[src/hw/overtemp_consts.vh]
`ifndef OVERTEMP_CONSTS_VH
`define OVERTEMP_CONSTS_VH

// command codes
`define CMD_FAULT_THRESHOLD 8'h4F
`define CMD_FAULT_ACTION 8'h50
`define CMD_WARNING_THRESHOLD 8'h51

// reset values
`define FAULT_THRESHOLD_RESET 16'hEBE8
`define FAULT_ACTION_RESET 8'h80
`define WARNING_THRESHOLD_RESET 16'hEB70

// linear-11 field layout
`define L11_EXP_MSB 15
`define L11_EXP_LSB 11
`define L11_MAN_MSB 10

// action field layout and codes
`define ACT_MODE_MSB 7
`define ACT_MODE_LSB 6
`define ACT_RETRY_MSB 5
`define ACT_RETRY_LSB 3
`define MODE_RETRY 2'h2
`define MODE_RESUME 2'h3
`define RETRY_NONE 3'h0
`define RETRY_FOREVER 3'h7

// retry time unit
`define RETRY_UNIT_MS 210
`define CLK_HZ 50000000

`endif

[src/hw/overtemp_fault_protection.v]
`timescale 1ns/10ps
`include "overtemp_consts.vh"

module overtemp_fault_protection #(
    parameter PAGES = 2,
    parameter PAGE_W = 1,
    parameter TEMP_W = 16,
    parameter FRAC_W = 4,
    parameter RETRY_CYCLES = (`RETRY_UNIT_MS * (`CLK_HZ / 1000))
) (
    // clock and reset
    input wire clk,
    input wire reset_n,
    input wire clk_en,
    // command port
    input wire [PAGE_W-1:0] page,
    input wire [7:0] cmd_code,
    input wire cmd_write,
    input wire cmd_read,
    input wire [15:0] cmd_wdata,
    input wire write_protect,
    input wire clear_faults,
    output reg [15:0] cmd_rdata,
    // measurement, signed, FRAC_W fraction bits, one per page
    input wire [PAGES*TEMP_W-1:0] temp_sample,
    input wire [PAGES-1:0] sample_valid,
    // output control
    input wire [PAGES-1:0] output_on_cmd,
    input wire [PAGES-1:0] other_fault,
    output wire [PAGES-1:0] output_enable,
    // status
    output wire [PAGES-1:0] overtemp_fault_flag,
    output wire [PAGES-1:0] overtemp_warning_flag,
    output wire [PAGES-1:0] temperature_status,
    output reg alert_out_n
);

    localparam CNT_W = 32;
    localparam XW = TEMP_W + 24;
    localparam [6:0] FRAC_SH = FRAC_W;
    localparam L11_MAN_W = `L11_MAN_MSB + 1;
    localparam ST_OFF = 2'h0;
    localparam ST_RUN = 2'h1;
    localparam ST_SHUT = 2'h2;
    localparam ST_WAIT = 2'h3;

    // settings and status of every page, flattened for the read mux and the alert
    wire [PAGES*16-1:0] fault_thr_all;
    wire [PAGES*8-1:0] action_all;
    wire [PAGES*16-1:0] warn_thr_all;
    wire [PAGES-1:0] alert_src;

    wire writable = cmd_write && !write_protect;

    // linear-11 to signed fixed point with FRAC_W fraction bits
    function signed [XW-1:0] decode_l11;
        input [15:0] v;
        reg signed [4:0] e;
        reg signed [XW-1:0] m;
        reg signed [6:0] sh;
        begin
            e = v[`L11_EXP_MSB:`L11_EXP_LSB];
            m = {{(XW-L11_MAN_W){v[`L11_MAN_MSB]}}, v[`L11_MAN_MSB:0]};
            sh = {{2{e[4]}}, e} + FRAC_SH;
            if (sh >= 0)
                decode_l11 = m <<< sh;
            else
                decode_l11 = m >>> (-sh);
        end
    endfunction

    // registered read data; unknown codes read zero
    always @(posedge clk) begin
        if (!reset_n) begin
            cmd_rdata <= 16'h0000;
        end else if (clk_en && cmd_read) begin
            case (cmd_code)
                `CMD_FAULT_THRESHOLD: begin
                    cmd_rdata <= fault_thr_all[page*16 +: 16];
                end
                `CMD_FAULT_ACTION: begin
                    cmd_rdata <= {8'h00, action_all[page*8 +: 8]};
                end
                `CMD_WARNING_THRESHOLD: begin
                    cmd_rdata <= warn_thr_all[page*16 +: 16];
                end
                default: begin
                    cmd_rdata <= 16'h0000;
                end
            endcase
        end
    end

    // alert is low while any page has status pending
    always @(posedge clk) begin
        if (!reset_n) begin
            alert_out_n <= 1'b1;
        end else if (clk_en) begin
            alert_out_n <= ~(|alert_src);
        end
    end

    genvar g;
    generate
        for (g = 0; g < PAGES; g = g + 1) begin : pg
            reg [15:0] fault_thr_reg;
            reg [7:0] action_reg;
            reg [15:0] warn_thr_reg;
            reg [1:0] state_reg;
            reg [CNT_W-1:0] retry_cnt_reg;
            reg fault_active_reg;
            reg fault_flag_reg;
            reg warn_flag_reg;
            reg temp_status_reg;
            reg alert_src_reg;
            reg oe_reg;
            wire hit = (page == g);
            wire wr_page = clk_en && writable && hit;
            wire signed [XW-1:0] temp_x =
                {{(XW-TEMP_W){temp_sample[g*TEMP_W+TEMP_W-1]}},
                 temp_sample[g*TEMP_W +: TEMP_W]};
            wire signed [XW-1:0] fault_x = decode_l11(fault_thr_reg);
            wire signed [XW-1:0] warn_x = decode_l11(warn_thr_reg);
            wire over_fault = sample_valid[g] && (temp_x > fault_x);
            wire over_warn = sample_valid[g] && (temp_x > warn_x);
            wire below_warn = sample_valid[g] && (temp_x < warn_x);
            wire [1:0] mode = action_reg[`ACT_MODE_MSB:`ACT_MODE_LSB];
            wire [2:0] retry = action_reg[`ACT_RETRY_MSB:`ACT_RETRY_LSB];
            wire respond = (mode == `MODE_RETRY) || (mode == `MODE_RESUME);
            // a fault is reported once; it must clear through hysteresis first
            wire fault_event = over_fault && !fault_active_reg && respond;
            wire warn_event = over_warn && !fault_event;
            wire status_event = fault_event || over_warn;
            wire restart_due = (retry_cnt_reg >= RETRY_CYCLES - 1);
            wire commanded_off = !output_on_cmd[g] || other_fault[g];

            assign fault_thr_all[g*16 +: 16] = fault_thr_reg;
            assign action_all[g*8 +: 8] = action_reg;
            assign warn_thr_all[g*16 +: 16] = warn_thr_reg;
            assign alert_src[g] = alert_src_reg;
            assign output_enable[g] = oe_reg;
            assign overtemp_fault_flag[g] = fault_flag_reg;
            assign overtemp_warning_flag[g] = warn_flag_reg;
            assign temperature_status[g] = temp_status_reg;

            // fault threshold
            always @(posedge clk) begin
                if (!reset_n) begin
                    fault_thr_reg <= `FAULT_THRESHOLD_RESET;
                end else if (wr_page && (cmd_code == `CMD_FAULT_THRESHOLD)) begin
                    fault_thr_reg <= cmd_wdata;
                end
            end

            // response setting, low byte of the write word
            always @(posedge clk) begin
                if (!reset_n) begin
                    action_reg <= `FAULT_ACTION_RESET;
                end else if (wr_page && (cmd_code == `CMD_FAULT_ACTION)) begin
                    action_reg <= cmd_wdata[7:0];
                end
            end

            // warning threshold
            always @(posedge clk) begin
                if (!reset_n) begin
                    warn_thr_reg <= `WARNING_THRESHOLD_RESET;
                end else if (wr_page && (cmd_code == `CMD_WARNING_THRESHOLD)) begin
                    warn_thr_reg <= cmd_wdata;
                end
            end

            // fault condition with hysteresis down to warning threshold
            always @(posedge clk) begin
                if (!reset_n) begin
                    fault_active_reg <= 1'b0;
                end else if (clk_en) begin
                    if (over_fault) begin
                        fault_active_reg <= 1'b1;
                    end else if (below_warn) begin
                        fault_active_reg <= 1'b0;
                    end
                end
            end

            // sticky fault bit: a new fault wins over a clear in the same cycle
            always @(posedge clk) begin
                if (!reset_n) begin
                    fault_flag_reg <= 1'b0;
                end else if (clk_en) begin
                    if (fault_event) begin
                        fault_flag_reg <= 1'b1;
                    end else if (clear_faults) begin
                        fault_flag_reg <= 1'b0;
                    end
                end
            end

            // sticky warning bit
            always @(posedge clk) begin
                if (!reset_n) begin
                    warn_flag_reg <= 1'b0;
                end else if (clk_en) begin
                    if (warn_event) begin
                        warn_flag_reg <= 1'b1;
                    end else if (clear_faults) begin
                        warn_flag_reg <= 1'b0;
                    end
                end
            end

            // temperature bit of the status word, set by fault or warning
            always @(posedge clk) begin
                if (!reset_n) begin
                    temp_status_reg <= 1'b0;
                end else if (clk_en) begin
                    if (status_event) begin
                        temp_status_reg <= 1'b1;
                    end else if (clear_faults) begin
                        temp_status_reg <= 1'b0;
                    end
                end
            end

            // host notification source of this page
            always @(posedge clk) begin
                if (!reset_n) begin
                    alert_src_reg <= 1'b0;
                end else if (clk_en) begin
                    if (status_event) begin
                        alert_src_reg <= 1'b1;
                    end else if (clear_faults) begin
                        alert_src_reg <= 1'b0;
                    end
                end
            end

            // output control
            always @(posedge clk) begin
                if (!reset_n) begin
                    state_reg <= ST_OFF;
                    retry_cnt_reg <= {CNT_W{1'b0}};
                    oe_reg <= 1'b0;
                end else if (clk_en) begin
                    case (state_reg)
                        ST_OFF: begin
                            oe_reg <= 1'b0;
                            if (!commanded_off && !fault_active_reg) begin
                                state_reg <= ST_RUN;
                            end
                        end
                        ST_RUN: begin
                            oe_reg <= 1'b1;
                            if (commanded_off) begin
                                state_reg <= ST_OFF;
                                oe_reg <= 1'b0;
                            end else if (fault_event) begin
                                oe_reg <= 1'b0;
                                retry_cnt_reg <= {CNT_W{1'b0}};
                                if (mode == `MODE_RESUME) begin
                                    state_reg <= ST_WAIT;
                                end else if (retry == `RETRY_FOREVER) begin
                                    state_reg <= ST_WAIT;
                                end else begin
                                    state_reg <= ST_SHUT;
                                end
                            end
                        end
                        ST_SHUT: begin
                            oe_reg <= 1'b0;
                            if (!output_on_cmd[g] || (clear_faults && !fault_active_reg)) begin
                                state_reg <= ST_OFF;
                            end
                        end
                        ST_WAIT: begin
                            oe_reg <= 1'b0;
                            if (commanded_off) begin
                                state_reg <= ST_OFF;
                            end else if (mode == `MODE_RESUME) begin
                                if (!fault_active_reg) begin
                                    state_reg <= ST_RUN;
                                end
                            end else if (restart_due) begin
                                state_reg <= ST_RUN;
                                oe_reg <= 1'b1;
                            end else begin
                                retry_cnt_reg <= retry_cnt_reg + 1'b1;
                            end
                        end
                        default: begin
                            state_reg <= ST_OFF;
                        end
                    endcase
                end
            end
        end
    endgenerate

endmodule

[config.mk]
export PLATFORM = sky130hd
export DESIGN_NAME = overtemp_fault_protection
export DESIGN_NICKNAME = d
export VERILOG_FILES = /design/src/hw/overtemp_fault_protection.v
export VERILOG_INCLUDE_DIRS = /design/src /design/src/hw
export SDC_FILE = /design/constraint.sdc
export NUM_CORES = 1
export LEC_CHECK = 0
export CAP_MARGIN = 40
export CELL_PAD_IN_SITES_DETAIL_PLACEMENT = 0
export CELL_PAD_IN_SITES_GLOBAL_PLACEMENT = 1
export CORE_MARGIN = 1.5
export CORE_UTILIZATION = 27
export CTS_CLUSTER_DIAMETER = 80
export DETAILED_ROUTE_END_ITERATION = 7
export DONT_BUFFER_PORTS = 1
export GPL_TIMING_DRIVEN = 0
export PLACE_DENSITY = 0.58
export SKIP_CTS_REPAIR_TIMING = 1
export SLEW_MARGIN = 20
export SYNTH_ARGS = -nofsm -noshare
export SYNTH_HDL_FRONTEND = slang
export SYNTH_SLANG_ARGS = --single-unit
[constraint.sdc]
create_clock -name clk -period 5.1 [get_ports clk]
set_input_delay 0.255 -clock clk [delete_from_list [all_inputs] [get_ports clk]]
set_output_delay 0.255 -clock clk [all_outputs]
set_load 0.005 [all_outputs]
# Yosys cells after proc, flatten, opt, wreduce, memory -nomap -nowiden
# Index checks and enable logic that the tools add are counted.
[word_totals]
in_bits = 70
register_bits = 175
[op_classes]
order_cmp = 12
shifts = 11
add_sub_neg = 10
mux = 62
n_bitwise = 2
n_reduce_logical = 71
n_eq_ne = 35
[ops]
columns = ["cell", "count"]
rows = [
  ["$mux 32", 10],
  ["$gt 16x40->1", 4],
  ["$mux 40", 4],
  ["$sshl 11x7->40", 4],
  ["$sshr 11x7->40", 4],
  ["$pmux 32 s2", 2],
  ["$lt 16x40->1", 2],
  ["$add 32x1->32 const B", 2],
  ["$ge 32x24->1 const B", 2],
  ["$shiftx 32x6->16", 2],
  ["$pmux 16 s3", 1],
  ["$mux 2", 16],
  ["$ne 2x2->1 const B", 14],
  ["$neg 6->7", 4],
  ["$logic_and 1x1->1", 27],
  ["$mux 1", 25],
  ["$add 5x4->6 const B", 4],
  ["$eq 8x7->1 const B", 3],
  ["$ge 6x1->1 const B", 4],
  ["$reduce_bool 2->1", 10],
  ["$eq 2x2->1 const B", 8],
  ["$ne 4x4->1 const B", 4],
  ["$pmux 2 s4", 2],
  ["$reduce_and 2->1", 8],
  ["other kinds (12)", 37],
]

# Depth between registers and ports, before layout
# Gate-level depths: netlist (run 1).
[logic_depth]
ltp_word = 12
ltp_mapped = 24

# Least setup slack after synthesis (run 1)
# OpenSTA, ideal clock, no wires.
[synth_path]
path_kind = "reg2reg"
startpoint = "register pg[1].warn_thr_reg[12]"
endpoint = "register pg[1].alert_src_reg"
arrival_time_ps = 4586
required_ps = 4980
setup_ps = 120
n_path_buf = 4
path_slack_ps = 395
path_stages_with_launch = 21
cell_sequence = "dfxtp_1 -> clkbuf_1 -> clkbuf_1 -> inv_1 -> ha_1 -> clkbuf_1 -> buf_1 -> mux2i_1 -> mux2i_1 -> a211o_1 -> a31oi_1 -> o32a_1 -> ha_1 -> nor2b_1 -> o211ai_1 -> a21oi_1 -> a211oi_1 -> o32ai_1 -> nor4_1 -> mux2_2 -> a211o_1"
[synth_via]
elab_chain_cells = 9
word_cells_on_any_way = 12
[synth_lines]
columns = ["element", "line_no", "source"]
rows = [
  ["from (decl)", "overtemp_fault_protection.v:108", "reg [15:0] warn_thr_reg;"],
  ["from (signal assigned)", "overtemp_fault_protection.v:167", "warn_thr_reg <= `WARNING_THRESHOLD_RESET;"],
  ["from (signal assigned)", "overtemp_fault_protection.v:169", "warn_thr_reg <= cmd_wdata;"],
  ["$add 5x4->6 *", "overtemp_fault_protection.v:64", "sh = {{2{e[4]}}, e} + FRAC_SH;"],
  ["$neg 6->7", "overtemp_fault_protection.v:68", "decode_l11 = m >>> (-sh);"],
  ["$sshr 11x7->40", "overtemp_fault_protection.v:68", ""],
  ["$mux 40 *", "overtemp_fault_protection.v:65", "if (sh >= 0)"],
  ["$gt 16x40->1 *", "overtemp_fault_protection.v:125", "wire over_warn = sample_valid[g] && (temp_x > warn_x);"],
  ["$logic_and 1x1->1 *", "overtemp_fault_protection.v:125", ""],
  ["$logic_or 1x1->1 *", "overtemp_fault_protection.v:133", "wire status_event = fault_event || over_warn;"],
  ["$reduce_bool 2->1 (no line)", "-", ""],
  ["$reduce_and 2->1 (no line)", "-", ""],
  ["to (signal assigned)", "overtemp_fault_protection.v:228", "alert_src_reg <= 1'b0;"],
  ["to (signal assigned)", "overtemp_fault_protection.v:231", "alert_src_reg <= 1'b1;"],
  ["to (signal assigned)", "overtemp_fault_protection.v:233", "alert_src_reg <= 1'b0;"],
  ["to (decl)", "overtemp_fault_protection.v:115", "reg alert_src_reg;"],
]
# Every way passes the cells marked *; elsewhere a longest branch is shown, timed or not.
# A chain may end at the register's enable or synchronous reset.

# Worst setup path in the final report (run 1)
# Same ends and word-level chain as after synthesis.

==> impl_metrics.tcl, run 1 <==
set metrics [dict create \
    ys_seq_area_frac 0.203 \
    final.hold.worst_slack_ns -0.0348 \
    cts_root_buffer "clkbuf_16" \
    endpoint_kind "register" \
    cts_tree "done" \
    port_buffers 0 \
    gr-total-overflow 0 \
    run_status "finished with violations" \
    fillers 6843 \
    peakVddDrop_mv 0.208 \
    hold_path.class "in -> reg" \
    failed_checks "negative hold slack" \
    timing.rr.start "pg[1].warn_thr_reg[12]" \
    post-route-worst-setup-slack_ns 0.194 \
    clock_power_share 0.435 \
    setup_viol 0 \
    drive_above_1_share 0.0851 \
    met2WireLength_um 31300 \
    timing_worst_setup_path_type "reg -> reg" \
    postLayoutCoreUtil 0.306 \
    max-cap-violations 0 \
    layout_worst_path_cycle_share 0.962 \
    cp.arrival_ns 5.24 \
    max-clock-path-buffers 2 \
    post-place-ws_ns -0.977 \
    synth_nets 2613 \
    die_h_um 256 \
    cts_inserted_buffers 17 \
    synth-edff-count 0 \
    end_of_the_worst_register_to_register_path "pg[1].alert_src_reg" \
    largest_net_degree_at_the_start_of_global_routing 51 \
    worst_skew_pair.late_latency_ns 0.44 \
    dr.first_iter.drc_count 1357 \
    achievable-frequency_mhz 204 \
    dp.final_hpwl_um 53500 \
    synthesis.area_um2 17300 \
    tightest_slew_ns 0.828 \
    layout.cells.non_filler 3270 \
    yosys_warnings 0 \
    layout_min_cycle_time_ns 4.91 \
    core_um2 63200 \
    power.leakage_nw 6.93 \
    average_cell_area_after_synthesis_um2 7.29 \
    critPathLaunchType "register" \
    die-area_um2 65600 \
    power.switching_fraction 0.271 \
    drc 0 \
    final.setup_skew_ns 0.0109 \
    worstSetupStartpoint "pg[1].warn_thr_reg[12]" \
    wire_per_inst_um 20.5 \
    setup.worst_path.end "pg[1].alert_src_reg" \
    power.net_switching_uw 815 \
    die_w_um 256 \
    power-per-cell-area_nw_per_um2 156 \
    synth-main-ff-cell "dfxtp_1" \
    finalMaxSlewViolations 0 \
    cp.required_ns 5.43 \
    stdcell_area_um2 19300 \
    antenna_found_initial 5 \
    worst_path_largest_cell_delay_ns 0.48 \
    ff2ff_setup_slack_ns 0.19 \
    sequentialPowerShare 0.460 \
    number_of_flip_flops_in_the_largest_register 64 \
    met3_wirelength_um 2940 \
    dpl-instance-area_um2 18400 \
    wl_met1_um 31600 \
    grt.total_usage 0.195 \
    starting_density_of_the_core 0.274 \
    drtPass1Iterations 6 \
    clock_sink_count 175 \
    num_vias 17900 \
    synth.ff_latch_count 175 \
    area_growth_pct 11.9 \
    r2r.worst_path.cells 19 \
    rows 92 \
    placedCellCount 3220 \
    final_hold_vio_count 3 \
    drt_wl_total_um 66900 \
    clk_slew_on_worst_s_h_paths_ns 0.07 \
    io_pins 95 \
    detailed_route_vias_per_instance 5.49 \
    design_power_total_mw 3.01 \
    dr.max_layer_used "met5" \
    detail-route-antenna-nets 0 \
    grt_pass1_vias 16800 \
    ordered_cell_list_for_the_critical_path "clkbuf_4, buf_4, inv_1, ha_1, clkbuf_4, mux2i_1, mux2i_1, a211o_1, a31oi_1, o32a_1, ha_1, nor2b_1, o211ai_1, a21oi_1, a211oi_2, o32ai_1, nor4_1, mux2_2, a211o_1" \
    grt_pass1_wl_um 101000 \
    power.combinational.fraction 0.105 \
    netlist-cell-type-count 82 \
    slowest_stage "mux2_2" \
    crit_fanout 10 \
    htreeDepth 4 \
    synthesis.instances 2371 \
    cell_internal_pwr_mw 2.20 \
    synth-async-reset-ratio 0 \
    timing.slew.headroom 0.448 \
    nNetsFinal 2651 \
    gp_congestion 0.872 \
]
[cell usage after synthesis (5+ instances only)]
master / instances / share of area
nand2_1: 365 / 0.079
a21oi_1: 282 / 0.082
nor2_1: 216 / 0.047
o21ai_0: 195 / 0.056
dfxtp_1: 175 / 0.20
ha_1: 172 / 0.12
clkbuf_1: 109 / 0.024
mux2i_1: 106 / 0.061
nand3_1: 88 / 0.025
a31oi_1: 48 / 0.017
nor3_1: 46 / 0.013
nand4_1: 41 / 0.015
inv_1: 36 / 0.0078
mux4_2: 35 / 0.046
nor2b_1: 30 / 0.011
a211oi_1: 29 / 0.013
mux2_2: 27 / 0.018
a21o_1: 26 / 0.011
and3_1: 26 / 0.0094
and2_1: 23 / 0.0083
a22oi_1: 22 / 0.0096
o211ai_1: 22 / 0.0096
buf_1: 18 / 0.0039
nor4_1: 17 / 0.0062
nand2b_1: 15 / 0.0054
o22ai_1: 14 / 0.0051
xor2_1: 13 / 0.0066
buf_4: 12 / 0.0052
o21a_1: 11 / 0.0048
xnor2_1: 11 / 0.0056
a22o_1: 10 / 0.0051
or2_2: 9 / 0.0033
or3_1: 8 / 0.0029
or4_1: 7 / 0.0030
o32a_1: 6 / 0.0035
a211o_1: 5 / 0.0025
and4_1: 5 / 0.0025
nor2_2: 5 / 0.0018
[final cells by class]
class	instances	area [µm²]	area share
diodes	2	5.00	0.000259
plain buffers	135	608	0.0314
clock buffers	19	443	0.0229
clock inverters	13	128	0.00660
inverters	44	169	0.00873
multi-input cells	2009	13200	0.681
flip-flops and latches	175	3510	0.181
well taps	846	1060	0.0547
repair buffers	27	255	0.0132
[per-stage QoR]
stage | hold slack (ns) | setup TNS (ns)
after detailed placement | 0.388 | -54.01
after floorplan | 0.379 | 0
after CTS | -0.0770 | -57.07
final | -0.0348 | 0
after global routing | 0.00369 | -0.0924
after global placement | 0.384 | -68.68
[logic make-up after synthesis]
kind of cell,count (synthesis),synth area share
simple gates,920,0.243
compound gates,725,0.249
buf+inv,187,0.0435
flops,175,0.203
fa+ha+maj,172,0.124
mux,168,0.125
xor+xnor,24,0.0122
[power by group through the flow]
stage | clock (mW) | sequential, mW | combinational [mW]
CTS | 1.34 | 1.39 | 0.284
global route | 1.39 | 1.39 | 0.359
detailed placement | 0 | 1.42 | 0.282
global placement | 0 | 1.42 | 0.268
finish | 1.31 | 1.39 | 0.318
floorplan | 0 | 1.41 | 0.203
[metal layers]
| metal | vias up | track usage |
|---|---|---|
| met2 | 462 | 0.324 |
| met3 | 63 | 0.0277 |
| met4 | 4 | 0.0514 |
| met5 | - | 0 |
| met1 | 8577 | 0.262 |
| li1 | 8834 | - |
[layout by cell type (no fill, tap or decap), drive strengths merged, types with 27 or more instances in the layout]
cell	instances
mux4	35
a211oi	29
nand2	365
ha	172
dfxtp	175
nor3	46
nand3	88
a21oi	282
mux2	27
nand4	42
nor2	221
a31oi	48
mux2i	106
buf	39
o21ai	197
inv	45
clkbuf	124
nor2b	30
[how the worst min path moves through the flow]
stage	from	endpoint	slack [ns]	cells after the start
floorplan	cmd_wdata[14]	pg[0].warn_thr_reg[14]	0.38	2
global route	cmd_wdata[1]	pg[1].action_reg[1]	0.004	2
CTS	cmd_wdata[15]	pg[0].fault_thr_reg[15]	-0.08	2
finish	cmd_wdata[13]	pg[1].warn_thr_reg[13]	-0.03	2
detailed placement	cmd_wdata[14]	pg[0].fault_thr_reg[14]	0.39	2
global placement	cmd_wdata[15]	pg[0].fault_thr_reg[15]	0.38	2
[critical path, delay by kind of cell, from the launching register on]
family	cells	cell delay, ns
buffers and inverters	4	0.79
DFF	1	0.39
muxes	3	0.88
and+or+nand+nor	2	0.42
adders and majority gates	2	0.64
AOI/OAI and AO/OA	8	1.65
(Power assumes the default switching activity.)
==> run 2, diff against run 1 <==
--- a/config.mk
+++ b/config.mk
@@ -6,6 +6,7 @@
 export SDC_FILE = /design/constraint.sdc
 export NUM_CORES = 1
 export LEC_CHECK = 0
+export ABC_AREA = 1
 export CAP_MARGIN = 40
 export CELL_PAD_IN_SITES_DETAIL_PLACEMENT = 0
 export CELL_PAD_IN_SITES_GLOBAL_PLACEMENT = 1
@@ -15,7 +16,7 @@
 export DETAILED_ROUTE_END_ITERATION = 7
 export DONT_BUFFER_PORTS = 1
 export GPL_TIMING_DRIVEN = 0
-export PLACE_DENSITY = 0.58
+export PLACE_DENSITY = 0.6
 export SKIP_CTS_REPAIR_TIMING = 1
 export SLEW_MARGIN = 20
 export SYNTH_ARGS = -nofsm -noshare
==> impl_metrics.tcl, run 2 <==
set metrics [dict create \
    synth.top_cell.area_share 0.188 \
    wire_per_inst_um 17.3 \
    clock_sink_count 175 \
    final_common_cell "nand2_1" \
    grt_pass1_wl_um 109000 \
    r2r.worst_path.cells 23 \
    synth_nets 3369 \
    area_growth_pct 9.81 \
    gr-total-overflow 0 \
    grt_pass1_vias 19200 \
    hold_start "cmd_wdata[6]" \
    final.setup_skew_ns 0.0140 \
    starting_density_of_the_core 0.272 \
    cts_root_buffer "clkbuf_16" \
    drive_above_1_share 0.0489 \
    htreeDepth 4 \
    ff2ff_setup_slack_ns 0.60 \
    layout_worst_path_cycle_share 0.882 \
    clk_slew_on_worst_s_h_paths_ns 0.08 \
    synth_most_common_cell "nand2_1" \
    largest_family_of_logic_cells_by_synthesized_area "simple AND/OR/NAND/NOR gates" \
    cts_tree "done" \
    drc 0 \
    layout_min_cycle_time_ns 4.50 \
    peakVddDrop_mv 0.129 \
    average_cell_area_after_synthesis_um2 5.96 \
    worst_hold_path.endpoint "pg[0].action_reg[6]" \
    detailed_route_vias_per_instance 4.94 \
    io_pins 95 \
    xor_and_xnor_area_share_after_synthesis 0.00476 \
    grt.total_usage 0.195 \
    end_of_the_worst_register_to_register_path "pg[1].retry_cnt_reg[20]" \
    layout.cells.non_filler 4060 \
    timing.slew.headroom 0.444 \
    power.leakage_nw 8.84 \
    synthesis.area_um2 18700 \
    yosys_warnings 0 \
    synth-async-reset-ratio 0 \
    endpoint_kind "register" \
    worst_skew_pair.late_latency_ns 0.46 \
    post-place-ws_ns 0.573 \
    dp.final_hpwl_um 57200 \
    postLayoutCoreUtil 0.299 \
    run_status "completed" \
    cts_inserted_buffers 17 \
    finalMaxSlewViolations 0 \
    synth-compound-area-share 0.259 \
    detail-route-antenna-nets 0 \
    timing_worst_setup_path_type "reg -> reg" \
    dr.first_iter.drc_count 1277 \
    yosysTopAreaCell "dfxtp_1" \
    dpl-instance-area_um2 19800 \
    cp.required_ns 5.46 \
    tightest_slew_ns 0.826 \
    synth-edff-count 0 \
    timing.rr.start "pg[1].fault_thr_reg[14]" \
    buffering_stage_count_on_the_worst_path_with_inverters_included 7 \
    design_power_total_mw 3.15 \
    stdcell_area_um2 20500 \
    power-per-cell-area_nw_per_um2 154 \
    final_hold_vio_count 0 \
    critPathLaunchType "register" \
    die_w_um 266 \
    nNetsFinal 3402 \
    die_h_um 266 \
    placedCellCount 4009 \
    gp_congestion 0.892 \
    port_buffers 0 \
    ys_top_cells_by_area "dfxtp_1 19%, nand2_1 15%, ha_1 12%, o21ai_0 10%, inv_1 7.4%" \
    worst_hold_path.num_cells 2 \
    setup_viol 0 \
    rows 96 \
    cp.arrival_ns 4.86 \
    synthAdderAreaFrac 0.115 \
    synthMuxAreaShare 0.0118 \
    ys_seq_area_frac 0.188 \
    most_frequent_cells_in_the_layout "730 x nand2_1, 387 x o21ai_0, 369 x inv_1, 308 x nor2_1, 257 x a21oi_1" \
    crit_fanout 10 \
    cpLargestDelayFamily "simple AND/OR/NAND/NOR gates" \
    worst_path_most_repeated_cell "inv_1" \
    post_synth_and_or_nand_nor_area_fraction 0.308 \
    setup_repair_after_global_routing_missed_its_margin "no" \
    finalSetupTns_ns 0 \
    drt_wl_total_um 70200 \
    post-route-worst-setup-slack_ns 0.601 \
    synth-main-ff-cell "dfxtp_1" \
    number_of_flip_flops_in_the_largest_register 64 \
    synthTopCellsByCount "730 x nand2_1, 387 x o21ai_0, 369 x inv_1" \
    synth.ff_latch_count 175 \
    worst_path_largest_cell_delay_ns 0.39 \
    max-cap-violations 0 \
    die-area_um2 70700 \
    antenna_found_initial 2 \
    hold_path.class "in -> reg" \
    max-clock-path-buffers 2 \
    final.hold.worst_slack_ns 0.00364 \
    drtPass1Iterations 6 \
    achievable-frequency_mhz 222 \
    slowest_stage "dfxtp_1" \
    largest_net_degree_at_the_start_of_global_routing 51 \
    num_vias 20100 \
    ordered_cell_list_for_the_critical_path "ha_1, or2_2, nand2_1, inv_1, nor2_1, inv_1, clkbuf_1, o21ai_0, inv_1, ha_1, nand2_1, nor2_2, nand2_1, nor2_2, nand3_1, o21ai_1, inv_1, nand4_4, nand2_2, buf_6, buf_12, a21oi_2, nor2_1" \
    core_um2 68500 \
    netlist-cell-type-count 60 \
    synthesis.instances 3127 \
]
==> run 2: cell types whose count changed after synthesis, moves of 64 or more <==
cell	delta
o211ai_1	+64
nand2_1	+365
mux2i_1	-84
inv_1	+333
nor2_1	+92
nand3_1	+106
o21ai_0	+192
==> run 2: worst max-delay path by stage <==
stage / startpoint / end / slack, ns / depth (start not counted)
after global placement: pg[1].fault_thr_reg[14] / pg[1].retry_cnt_reg[14] / 0.54 / 23
final: pg[1].fault_thr_reg[14] / pg[1].retry_cnt_reg[20] / 0.60 / 23
after global routing: pg[0].fault_thr_reg[13] / pg[0].retry_cnt_reg[9] / 0.09 / 25
after CTS: pg[1].fault_thr_reg[14] / pg[1].retry_cnt_reg[15] / 0.57 / 23
after floorplan: pg[1].fault_thr_reg[12] / pg[1].retry_cnt_reg[20] / 1.56 / 23
after detailed placement: pg[1].fault_thr_reg[14] / pg[1].retry_cnt_reg[15] / 0.57 / 23
==> run 2: routing by layer <==
metal  track usage  wire [µm]  up-vias
met1         0.263      33900     9058
met5             0          0        -
met4        0.0611       1810        0
met3        0.0255       2600       63
met2         0.322      31900      354
li1              -          -    10600
==> run 2: logic make-up after synthesis <==
family	Yosys count
AOI/OAI and AO/OA	851
xor gates and xnor gates	8
muxes	22
DFF	175
and+or+nand+nor	1371
buffers and inverters	528
adders and majority gates	172
==> run 2: power breakdown <==
group	internal [mW]	switching, mW	leakage, nW
Combinational	0.155	0.263	7.15
Sequential	1.39	0.0289	1.42
Clock	0.693	0.622	0.272
==> run 2: layout make-up <==
type | count | area, µm²
antenna | 6 | 15.0
inverter | 387 | 1450
multi-input combinational | 2424 | 13000
clock buffer | 18 | 439
fill | 7996 | 48000
tap | 882 | 1100
timing repair buffer | 14 | 141
sequential | 175 | 3500
clock inverter | 13 | 130
buffer | 141 | 662
==> run 3, diff against run 2 <==
--- a/config.mk
+++ b/config.mk
@@ -11,12 +11,12 @@
 export CELL_PAD_IN_SITES_DETAIL_PLACEMENT = 0
 export CELL_PAD_IN_SITES_GLOBAL_PLACEMENT = 1
 export CORE_MARGIN = 1.5
-export CORE_UTILIZATION = 27
+export CORE_UTILIZATION = 35
 export CTS_CLUSTER_DIAMETER = 80
 export DETAILED_ROUTE_END_ITERATION = 7
 export DONT_BUFFER_PORTS = 1
 export GPL_TIMING_DRIVEN = 0
-export PLACE_DENSITY = 0.6
+export PLACE_DENSITY = 0.72
 export SKIP_CTS_REPAIR_TIMING = 1
 export SLEW_MARGIN = 20
 export SYNTH_ARGS = -nofsm -noshare
==> impl_metrics.tcl, run 3 (same netlist as run 2, synthesis figures left out) <==
set metrics [dict create \
    final.setup_skew_ns 0.0155 \
    grt.total_usage 0.236 \
    run_status "completed" \
    dr.first_iter.drc_count 1413 \
    post-route-worst-setup-slack_ns 0.599 \
    setup_viol 0 \
    power.switching_fraction 0.293 \
    power.combinational.fraction 0.131 \
    drt_wl_total_um 66400 \
    antenna_found_initial 3 \
    largest_net_degree_at_the_start_of_global_routing 51 \
    final_common_cell "nand2_1" \
    cp.arrival_ns 4.84 \
    port_buffers 0 \
    io_pins 95 \
    sequentialPowerShare 0.445 \
    clock_sink_count 175 \
    drc 0 \
    peakVddDrop_mv 0.280 \
    gr-total-overflow 0 \
    clock_power_share 0.424 \
    layout_min_cycle_time_ns 4.50 \
    area_growth_pct 8.61 \
    nNetsFinal 3401 \
    cts_root_buffer "clkbuf_16" \
    rows 84 \
    hold_path.class "in -> reg" \
    timing.slew.headroom 0.465 \
    wire_per_inst_um 17.2 \
    die-area_um2 54700 \
    cp.required_ns 5.44 \
    power.leakage_nw 8.85 \
    grt_pass1_vias 19000 \
    fillers 5797 \
    tightest_slew_ns 0.796 \
    detail-route-antenna-nets 0 \
    layout_worst_path_cycle_share 0.882 \
    crit_fanout 10 \
    dp.final_hpwl_um 54200 \
    cell_internal_pwr_mw 2.24 \
    cts_tree "done" \
    die_w_um 234 \
    gp_congestion 0.939 \
    area.sequential_um2 3500 \
    finalMaxSlewViolations 0 \
    critPathLaunchType "register" \
    clk_slew_on_worst_s_h_paths_ns 0.08 \
    power.net_switching_uw 931 \
    finalSetupTns_ns 0 \
    drive_above_1_share 0.0485 \
    num_vias 20700 \
    cts_inserted_buffers 17 \
    worst_skew_pair.late_latency_ns 0.45 \
    max-cap-violations 0 \
    stdcell_area_um2 20300 \
    number_of_flip_flops_in_the_largest_register 64 \
    post-place-ws_ns 0.687 \
    drtPass1Iterations 5 \
    setup_repair_after_global_routing_missed_its_margin "no" \
    core_um2 52700 \
    detailed_route_vias_per_instance 5.34 \
    multi_input_combinational_cell_area_um2 13000 \
    grt_pass1_wl_um 102000 \
    starting_density_of_the_core 0.354 \
    timing_worst_setup_path_type "reg -> reg" \
    power-per-cell-area_nw_per_um2 157 \
    final_hold_vio_count 0 \
    most_frequent_cells_in_the_layout "730 x nand2_1, 387 x o21ai_0, 369 x inv_1, 308 x nor2_1, 257 x a21oi_1" \
    achievable-frequency_mhz 222 \
    dpl-instance-area_um2 19500 \
    max-clock-path-buffers 2 \
    endpoint_kind "register" \
    die_h_um 234 \
    htreeDepth 4 \
]
==> run 3: layout make-up <==
| type | count | share of cell area |
|---|---|---|
| flip-flops and latches | 175 | 0.173 |
| well taps | 688 | 0.0425 |
| repair buffers | 13 | 0.00642 |
| inverters | 387 | 0.0717 |
| diodes | 7 | 0.000865 |
| multi-input cells | 2424 | 0.643 |
| plain buffers | 141 | 0.0327 |
| clock inverters | 14 | 0.00834 |
| clock buffers | 18 | 0.0212 |
==> run 3: worst paths after layout <==
path                                         startpoint                      end  slack, ns  cells past startpoint
worst max-delay path            pg[1].fault_thr_reg[14]  pg[1].retry_cnt_reg[20]       0.60                     23
worst min-delay path                       cmd_wdata[0]    pg[1].warn_thr_reg[0]       0.01                      2
worst min register to register  pg[1].retry_cnt_reg[25]  pg[1].retry_cnt_reg[25]       0.44                      2
worst max register to register  pg[1].fault_thr_reg[14]  pg[1].retry_cnt_reg[20]       0.60                     23
==> run 3: critical path, cell delays in order, from the launching register on <==
cell and delay [ns]:
dfxtp_1 0.39, ha_1 0.22, or2_2 0.29, nand2_1 0.21, inv_1 0.11, nor2_1 0.28
inv_1 0.13, clkbuf_1 0.24, o21ai_0 0.21, inv_1 0.06, ha_1 0.37, nand2_1 0.10
nor2_2 0.13, nand2_1 0.10, nor2_2 0.16, nand3_1 0.12, o21ai_1 0.39, inv_1 0.14
nand4_4 0.17, nand2_2 0.10, buf_6 0.16, buf_12 0.15, a21oi_2 0.12, nor2_1 0.05
==> run 3: power groups by stage <==
stage / Sequential [mW] / Combinational (mW) / Clock (mW)
2_1_floorplan: 1.43 / 0.301 / 0
3_3_place_gp: 1.45 / 0.381 / 0
3_5_place_dp: 1.45 / 0.396 / 0
4_1_cts: 1.41 / 0.398 / 1.37
5_1_grt: 1.42 / 0.474 / 1.42
6_report: 1.41 / 0.415 / 1.35
==> run 3: metal layers <==
| metal | wire, µm | vias to the layer above | global-route usage |
|---|---|---|---|
| met3 | 2890 | 104 | 0.0260 |
| met2 | 31300 | 531 | 0.402 |
| li1 | - | 10600 | - |
| met1 | 29700 | 9455 | 0.302 |
| met4 | 2470 | 0 | 0.0974 |
| met5 | 0 | - | 0 |
==> run 3: per-stage QoR <==
stage	power, mW	util	hold slack, ns	std cells
after detailed placement	1.84	0.371	0.389	3815
after CTS	3.18	0.382	-0.0792	3847
final	3.17	0.385	0.0132	3867
after global placement	1.83	0.371	0.386	3815
after global routing	3.31	0.385	0.0211	3867
after floorplan	1.73	-	0.381	3127
